File: config.mk
export PLATFORM = sky130hd
export DESIGN_NAME = bst_tap
export DESIGN_NICKNAME = d
export VERILOG_FILES = /design/src/verilog/bst_chain.v /design/src/verilog/bst_tap.v
export VERILOG_INCLUDE_DIRS = /design/src /design/src/verilog
export SDC_FILE = /design/constraint.sdc
export NUM_CORES = 1
export LEC_CHECK = 0
export BUFFER_PORTS_ARGS = -buffer_cell sky130_fd_sc_hd__buf_2
export CORE_UTILIZATION = 50
export DETAILED_ROUTE_END_ITERATION = 8
export MAX_ROUTING_LAYER = met4
export PLACE_DENSITY = 0.76
export SLEW_MARGIN = 20
export SYNTH_ARGS = -nofsm -noshare
export SYNTH_HDL_FRONTEND = slang
export SYNTH_HIERARCHICAL = 1
export SYNTH_SLANG_ARGS = --single-unit
File: constraint.sdc
create_clock -name sys_clk -period 2.35 [get_ports sys_clk]
set_input_delay 0.1175 -clock sys_clk [delete_from_list [all_inputs] [get_ports sys_clk]]
set_output_delay 0.1175 -clock sys_clk [all_outputs]
set_load 0.1 [all_outputs]
File: src/verilog/bst_defs.vh
`ifndef BST_DEFS_VH
`define BST_DEFS_VH

// ----------------------------------------
// Instruction register
// ----------------------------------------
`define BST_IR_WIDTH      3
`define BST_IR_EXTEST     3'h0
`define BST_IR_SAMPLE     3'h4
`define BST_IR_IDCODE     3'h6
`define BST_IR_BYPASS     3'h7
`define BST_IR_CAPTURE    3'h1
`define BST_IR_RESET      3'h6

// ----------------------------------------
// Data registers
// ----------------------------------------
`define BST_CHAIN_LEN     98
`define BST_ID_WIDTH      32
`define BST_ID_FIXED_BIT  0
`define BST_ID_PROD_LSB   1
`define BST_ID_PROD_MSB   11
`define BST_ID_PART_LSB   12
`define BST_ID_PART_MSB   27
`define BST_ID_REV_LSB    28
`define BST_ID_REV_MSB    31

// ----------------------------------------
// Data register selection codes
// ----------------------------------------
`define BST_SEL_BYPASS    2'h0
`define BST_SEL_CHAIN     2'h1
`define BST_SEL_ID        2'h2

`endif

File: src/verilog/bst_chain.v
`timescale 1ns/1ps

`include "bst_defs.vh"

module bst_chain #(
    parameter LEN = `BST_CHAIN_LEN
) (
    input  wire           sys_clk,
    input  wire           sys_rst,
    input  wire           capture,
    input  wire           shift,
    input  wire           update,
    input  wire           serial_in,
    input  wire [LEN-1:0] parallel_in,
    output wire           serial_lsb,
    output reg  [LEN-1:0] parallel_out
);

    // ----------------------------------------
    // Shift stages
    // ----------------------------------------
    reg [LEN-1:0] stages;

    assign serial_lsb = stages[0];

    // Capture from pins, or shift toward serial output
    always @(posedge sys_clk) begin
        if (sys_rst) begin
            stages <= {LEN{1'b0}};
        end else if (capture) begin
            stages <= parallel_in;
        end else if (shift) begin
            stages <= {serial_in, stages[LEN-1:1]};
        end
    end

    // ----------------------------------------
    // Latched parallel output
    // ----------------------------------------
    // Holds still while shifting; moves only on update strobe
    always @(posedge sys_clk) begin
        if (sys_rst) begin
            parallel_out <= {LEN{1'b0}};
        end else if (update) begin
            parallel_out <= stages;
        end
    end

endmodule

File: src/verilog/bst_tap.v
// Operation
// - Three-bit instruction, shifted in LSB first
// - Code 000 selects chain, captures pins
// - Code 000 drives pins from updated chain
// - Code 100 selects chain, normal pin path
// - Code 100 captures pin values in Capture-DR
// - Code 110 selects identification register
// - Code 111 gives one-clock bypass delay
// - Identification 32 bits, fixed one, fields
// - Identification shifted out LSB first
// - Bypass register is one bit
// - 98-bit chain used only by 000/100
// - Sixteen-state controller, DR and IR branches
// - Mode-select sampled on test-clock rising edge
// - One bit per test clock
// - Five high mode-select edges reach reset
// - Chain latch updates only in Update-DR
`timescale 1ns/1ps

`include "bst_defs.vh"

module bst_tap #(
    parameter [10:0] ID_PRODUCER = 11'h055, // Arbitrary value
    parameter [15:0] ID_PART     = 16'h1234, // Arbitrary value
    parameter [3:0]  ID_REVISION = 4'h1, // Arbitrary value
    parameter        CHAIN_LEN   = `BST_CHAIN_LEN
) (
    input  wire                 sys_clk,
    input  wire                 sys_rst,
    input  wire                 tck,
    input  wire                 tms,
    input  wire                 tdi,
    output reg                  tdo,
    output reg                  tdo_oe,
    input  wire [CHAIN_LEN-1:0] pin_capture,
    output wire [CHAIN_LEN-1:0] pin_test_value,
    output reg                  pin_test_drive
);

    // ----------------------------------------
    // Controller states
    // ----------------------------------------
    localparam [15:0] ST_RESET    = 16'h0001;
    localparam [15:0] ST_IDLE     = 16'h0002;
    localparam [15:0] ST_SEL_DR   = 16'h0004;
    localparam [15:0] ST_CAP_DR   = 16'h0008;
    localparam [15:0] ST_SHIFT_DR = 16'h0010;
    localparam [15:0] ST_EXIT1_DR = 16'h0020;
    localparam [15:0] ST_PAUSE_DR = 16'h0040;
    localparam [15:0] ST_EXIT2_DR = 16'h0080;
    localparam [15:0] ST_UPD_DR   = 16'h0100;
    localparam [15:0] ST_SEL_IR   = 16'h0200;
    localparam [15:0] ST_CAP_IR   = 16'h0400;
    localparam [15:0] ST_SHIFT_IR = 16'h0800;
    localparam [15:0] ST_EXIT1_IR = 16'h1000;
    localparam [15:0] ST_PAUSE_IR = 16'h2000;
    localparam [15:0] ST_EXIT2_IR = 16'h4000;
    localparam [15:0] ST_UPD_IR   = 16'h8000;

    localparam [`BST_ID_WIDTH-1:0] ID_VALUE = {ID_REVISION, ID_PART, ID_PRODUCER, 1'b1};

    // ----------------------------------------
    // Functions
    // ----------------------------------------
    // Next controller state from mode-select
    function [15:0] bst_next;
        input [15:0] st;
        input        m;
        begin
            case (st)
                ST_RESET:    bst_next = m ? ST_RESET : ST_IDLE;
                ST_IDLE:     bst_next = m ? ST_SEL_DR : ST_IDLE;
                ST_SEL_DR:   bst_next = m ? ST_SEL_IR : ST_CAP_DR;
                ST_CAP_DR:   bst_next = m ? ST_EXIT1_DR : ST_SHIFT_DR;
                ST_SHIFT_DR: bst_next = m ? ST_EXIT1_DR : ST_SHIFT_DR;
                ST_EXIT1_DR: bst_next = m ? ST_UPD_DR : ST_PAUSE_DR;
                ST_PAUSE_DR: bst_next = m ? ST_EXIT2_DR : ST_PAUSE_DR;
                ST_EXIT2_DR: bst_next = m ? ST_UPD_DR : ST_SHIFT_DR;
                ST_UPD_DR:   bst_next = m ? ST_SEL_DR : ST_IDLE;
                ST_SEL_IR:   bst_next = m ? ST_RESET : ST_CAP_IR;
                ST_CAP_IR:   bst_next = m ? ST_EXIT1_IR : ST_SHIFT_IR;
                ST_SHIFT_IR: bst_next = m ? ST_EXIT1_IR : ST_SHIFT_IR;
                ST_EXIT1_IR: bst_next = m ? ST_UPD_IR : ST_PAUSE_IR;
                ST_PAUSE_IR: bst_next = m ? ST_EXIT2_IR : ST_PAUSE_IR;
                ST_EXIT2_IR: bst_next = m ? ST_UPD_IR : ST_SHIFT_IR;
                ST_UPD_IR:   bst_next = m ? ST_SEL_DR : ST_IDLE;
                default:     bst_next = ST_RESET;
            endcase
        end
    endfunction

    // Data register picked by an instruction code
    function [1:0] bst_select;
        input [`BST_IR_WIDTH-1:0] code;
        begin
            if (code == `BST_IR_EXTEST || code == `BST_IR_SAMPLE) begin
                bst_select = `BST_SEL_CHAIN;
            end else if (code == `BST_IR_IDCODE) begin
                bst_select = `BST_SEL_ID;
            end else begin
                bst_select = `BST_SEL_BYPASS;
            end
        end
    endfunction

    // ----------------------------------------
    // Pin synchronisers
    // ----------------------------------------
    reg tck_s1;
    reg tck_s2;
    reg tck_s3;
    reg tms_s1;
    reg tms_s2;
    reg tdi_s1;
    reg tdi_s2;

    // Two stages each, third tck stage for edges
    always @(posedge sys_clk) begin
        if (sys_rst) begin
            tck_s1 <= 1'b0;
            tck_s2 <= 1'b0;
            tck_s3 <= 1'b0;
            tms_s1 <= 1'b1;
            tms_s2 <= 1'b1;
            tdi_s1 <= 1'b1;
            tdi_s2 <= 1'b1;
        end else begin
            tck_s1 <= tck;
            tck_s2 <= tck_s1;
            tck_s3 <= tck_s2;
            tms_s1 <= tms;
            tms_s2 <= tms_s1;
            tdi_s1 <= tdi;
            tdi_s2 <= tdi_s1;
        end
    end

    wire tck_rise = tck_s2 & ~tck_s3;
    wire tck_fall = ~tck_s2 & tck_s3;

    // ----------------------------------------
    // Controller
    // ----------------------------------------
    reg [15:0]              state;
    reg [`BST_IR_WIDTH-1:0] instr;
    reg [`BST_IR_WIDTH-1:0] ir_shift;

    wire [1:0] dr_sel = bst_select(instr);
    wire       sel_chain = (dr_sel == `BST_SEL_CHAIN);

    // State advances on each rising test-clock edge
    always @(posedge sys_clk) begin
        if (sys_rst) begin
            state <= ST_RESET;
        end else if (tck_rise) begin
            state <= bst_next(state, tms_s2);
        end
    end

    // Instruction shift stage and current instruction
    always @(posedge sys_clk) begin
        if (sys_rst) begin
            ir_shift <= `BST_IR_CAPTURE;
            instr    <= `BST_IR_RESET;
        end else if (state == ST_RESET) begin
            instr <= `BST_IR_RESET;
        end else if (tck_rise && state == ST_CAP_IR) begin
            ir_shift <= `BST_IR_CAPTURE;
        end else if (tck_rise && state == ST_SHIFT_IR) begin
            ir_shift <= {tdi_s2, ir_shift[`BST_IR_WIDTH-1:1]};
        end else if (tck_fall && state == ST_UPD_IR) begin
            instr <= ir_shift;
        end
    end

    // ----------------------------------------
    // Identification and bypass registers
    // ----------------------------------------
    reg [`BST_ID_WIDTH-1:0] id_shift;
    reg                     bypass_bit;

    // Load on capture, shift toward output LSB first
    always @(posedge sys_clk) begin
        if (sys_rst) begin
            id_shift   <= {`BST_ID_WIDTH{1'b0}};
            bypass_bit <= 1'b0;
        end else if (tck_rise && state == ST_CAP_DR) begin
            if (dr_sel == `BST_SEL_ID) begin
                id_shift <= ID_VALUE;
            end
            if (dr_sel == `BST_SEL_BYPASS) begin
                bypass_bit <= 1'b0;
            end
        end else if (tck_rise && state == ST_SHIFT_DR) begin
            if (dr_sel == `BST_SEL_ID) begin
                id_shift <= {tdi_s2, id_shift[`BST_ID_WIDTH-1:1]};
            end
            if (dr_sel == `BST_SEL_BYPASS) begin
                bypass_bit <= tdi_s2;
            end
        end
    end

    // ----------------------------------------
    // Boundary chain
    // ----------------------------------------
    wire chain_lsb;
    wire chain_cap = tck_rise && state == ST_CAP_DR && sel_chain;
    wire chain_sh  = tck_rise && state == ST_SHIFT_DR && sel_chain;
    wire chain_upd = tck_fall && state == ST_UPD_DR && sel_chain;

    bst_chain #(
        .LEN          (CHAIN_LEN)
    ) u_chain (
        .sys_clk      (sys_clk),
        .sys_rst      (sys_rst),
        .capture      (chain_cap),
        .shift        (chain_sh),
        .update       (chain_upd),
        .serial_in    (tdi_s2),
        .parallel_in  (pin_capture),
        .serial_lsb   (chain_lsb),
        .parallel_out (pin_test_value)
    );

    // Pins follow the chain only under external test
    always @(posedge sys_clk) begin
        if (sys_rst) begin
            pin_test_drive <= 1'b0;
        end else begin
            pin_test_drive <= (instr == `BST_IR_EXTEST);
        end
    end

    // ----------------------------------------
    // Serial output
    // ----------------------------------------
    reg dr_lsb;

    // Least significant bit of the selected path
    always @* begin
        case (dr_sel)
            `BST_SEL_CHAIN: dr_lsb = chain_lsb;
            `BST_SEL_ID:    dr_lsb = id_shift[0];
            default:        dr_lsb = bypass_bit;
        endcase
    end

    // Output and enable move on falling test-clock edges
    always @(posedge sys_clk) begin
        if (sys_rst) begin
            tdo    <= 1'b0;
            tdo_oe <= 1'b0;
        end else if (tck_fall) begin
            tdo_oe <= (state == ST_SHIFT_DR) || (state == ST_SHIFT_IR);
            if (state == ST_SHIFT_IR) begin
                tdo <= ir_shift[0];
            end else if (state == ST_SHIFT_DR) begin
                tdo <= dr_lsb;
            end
        end
    end

endmodule

==> results.sh <==
export IMPL_status="completed"
export IMPL_cts_tree="yes"
export IMPL_synth_xor_area_share=0.003972
export IMPL_ant_nets=0
export IMPL_final_hold_violation_count=0
export IMPL_coreArea_mm2=0.02129
export IMPL_r2r_cells=8
export IMPL_grt_setup_unrepaired="true"
export IMPL_avgRoutedWirePerCell_um=16.84
export IMPL_row_count=53
export IMPL_netlist_area_mm2=0.01103
export IMPL_synth_area_top_cells="dfxtp_1, mux2i_1, a211oi_1"
export IMPL_area_growth_pct=32.59
export IMPL_hold_depth=2
export IMPL_seq_area_frac_synth=0.4739
export IMPL_initial_core_util=0.5180
export IMPL_yosysMostFrequentCell="dfxtp_1"
export IMPL_drtPass1Iterations=5
export IMPL_clock_sinks=261
export IMPL_io_buffers=203
export IMPL_num_vias=9274
export IMPL_power_density_mw_per_mm2=626.3
export IMPL_ys_ff_latch=261
export IMPL_finalClockSkew_ps=11.66
export IMPL_post_route_period_util=0.9839
export IMPL_drv_slew=0
export IMPL_synth_compound_area_frac=0.1178
export IMPL_insertion_delay_ps=530
export IMPL_nets=1525
export IMPL_die_width_um=150.5
export IMPL_grt_max_degree=116
export IMPL_cts_path_max_buffers=3
export IMPL_ys_top_cells_by_count="dfxtp_1, mux2i_1, nor2_1"
export IMPL_maxSlewHeadroom=0.4791
export IMPL_antenna_found_initial=2
export IMPL_synthFlopType="dfxtp_1"
export IMPL_setup_slack_ps=37.82
export IMPL_cts_buffers=28
export IMPL_synth_edf_count=0
export IMPL_ir_worst_vdd_mv=0.4996
export IMPL_pre_cts_slack_ps=64.94
export IMPL_synth_largest_area_cell="dfxtp_1"
export IMPL_grt_usage=0.2524
export IMPL_synthSimpleGateAreaFrac=0.1739
export IMPL_path_common_cell="buf_12"
export IMPL_path_max_fanout=13
export IMPL_post_route_drc_count=0
export IMPL_layout_drive_gt1_share=0.2413
export IMPL_synth_top_family_by_area="multiplexers"
export IMPL_multi_input_area_mm2=0.005338
export IMPL_grt_pass1_vias=9037
export IMPL_post_route_util=0.6868
export IMPL_netlist_cell_type_count=57
export IMPL_viasPerCell=5.395
export IMPL_synth_adder_area_share=0
export IMPL_syn_area_per_cell_um2=9.844
export IMPL_ys_warn_count=6
export IMPL_dp_hpwl_mm=17.22
export IMPL_syn_nets=1223
export IMPL_synth_mux_area_frac=0.1817
export IMPL_globalplace_congestion=0.8925
export IMPL_timing_final_crit_period_ps=2312
export IMPL_end_kind="register"
export IMPL_cpPeakStageDelay_ps=450
export IMPL_worstSetupPathType="reg -> reg"
export IMPL_drt_total_wl_mm=28.94
export IMPL_fmax_ghz=0.4325
export IMPL_synth_top_cell_area_share=0.4739
export IMPL_worstPathCellList="buf_4 -> nor4b_2 -> nand3_1 -> nor2_4 -> buf_12 -> buf_12 -> mux2i_2 -> a211oi_1"
export IMPL_overflow=0
export IMPL_drtIter0Drc=471
export IMPL_clock_root_buffer="clkbuf_16"
export IMPL_register_area_mm2=0.005226
export IMPL_die_area_mm2=0.02265
export IMPL_max_slew_worst_pin_slew_ps=781.3
export IMPL_finalSetupViolCount=0
export IMPL_cp_slowest_cell="nor4b_2"
export IMPL_die_y_um=150.5
export IMPL_arrival_ps=2700
export IMPL_leakagePower_uw=0.005435
export IMPL_drv_cap=0
export IMPL_syn_inst=1120
export IMPL_fillerInstances=1570
export IMPL_crit_path_start_kind="register"
export IMPL_hold_class="in -> reg"
export IMPL_io_pins=204
export IMPL_async_flop_share=0
export IMPL_ctsHtreeMaxLevel=1
export IMPL_grt_pass1_wl_mm=45.14
export IMPL_clkTransAtPathRegs_ps=60
export IMPL_cp_data_required_time_ps=2740
registers in the layout, indices dropped and copies added, names as in the netlist:
signal	flops
tms_s2	1
tdi_s1	1
tck_s2	1
u_chain/stages	98
tms_s1	1
tck_s3	1
tdo	1
tck_s1	1
u_chain/parallel_out	98
instr	3
tdi_s2	1
bypass_bit	1
tdo_oe	1
id_shift	32
ir_shift	3
state	16
pin_test_drive	1
cell type report:
cell class	instances	area share
Antenna cell	2	0.0003423
Multi-Input combinational cell	751	0.3651
Clock buffer	41	0.05820
Inverter	13	0.003423
Timing Repair Buffer	367	0.1868
Tap cell	275	0.02354
Clock inverter	9	0.005135
Sequential cell	261	0.3575
repair_timing:
action,4_1_cts,5_1_grt
buffers inserted,0,2
endpoints found under the hold margin,101,0
endpoints found under the setup margin,0,162
resized for setup,0,16
hold buffers,101,0
power by group:
| group | switching [uW] | internal, uW | total (uW) |
|---|---|---|---|
| combinational | 159 | 206 | 365 |
| sequential | 5.75 | 4430 | 4440 |
| clock | 1750 | 2600 | 4350 |
metrics by stage:
stage	instance area, um2	TNS, ps	instances	power, uW	hold WS, ps
detailed placement	12540	0	1562	4757	305.7
global placement	12540	0	1562	4759	300.6
floorplan	11040	0	1120	4633	221.3
finish	14620	0	1719	9155	202.7
CTS	14480	0	1713	9208	213.6
global route	14620	-439.7	1719	9446	262.3
critical path, delay by kind of cell, from the launching register on:
| kind | cells | cell delay [ps] |
|---|---|---|
| buffers and inverters | 3 | 540 |
| multiplexers | 1 | 280 |
| flip-flops | 1 | 350 |
| AND/OR/NAND/NOR | 3 | 870 |
| AO/OA/AOI/OAI | 1 | 130 |
cells in the final DEF (no fill, tap or decap), types with 8 or more instances in the layout:
cell type and n:
nor2_1 122, buf_4 44, dfxtp_1 260, clkbuf_16 31, buf_12 14, nand2_1 61, clkbuf_8 9, buf_2 202
o21a_1 10, mux2i_1 197, a211oi_1 94, inv_1 12, dlygate4sd3_1 101, nand4_1 8, a21oi_1 46, nor3_1 9
nor2b_1 103
path summary, 6_finish.rpt:
path / end / start / slack, ps
worst max-delay path: u_chain/stages[42] / state[6] / 40
worst min-delay path: tck_s1 / sys_rst / 200
worst max register to register: u_chain/stages[42] / state[6] / 40
worst min register to register: tms_s2 / tms_s1 / 410
per-layer routing:
metal / up-vias / GRT usage / wire (um)
met3: 73 / 0.04091 / 1281
met5: - / - / 0
met4: 0 / 0.09242 / 986
met1: 4407 / 0.3075 / 12520
met2: 253 / 0.4196 / 14160
li1: 4541 / - / -
cells by family (layout without fill, tap and decap cells):
group,after synthesis,in the layout
and+or+nand+nor,362,362
AOI/OAI and AO/OA,184,184
other,0,2
buffers and inverters,108,430
xor gates and xnor gates,5,5
DFF,261,261
muxes,200,200
Power figures use the tool's default switching activity.
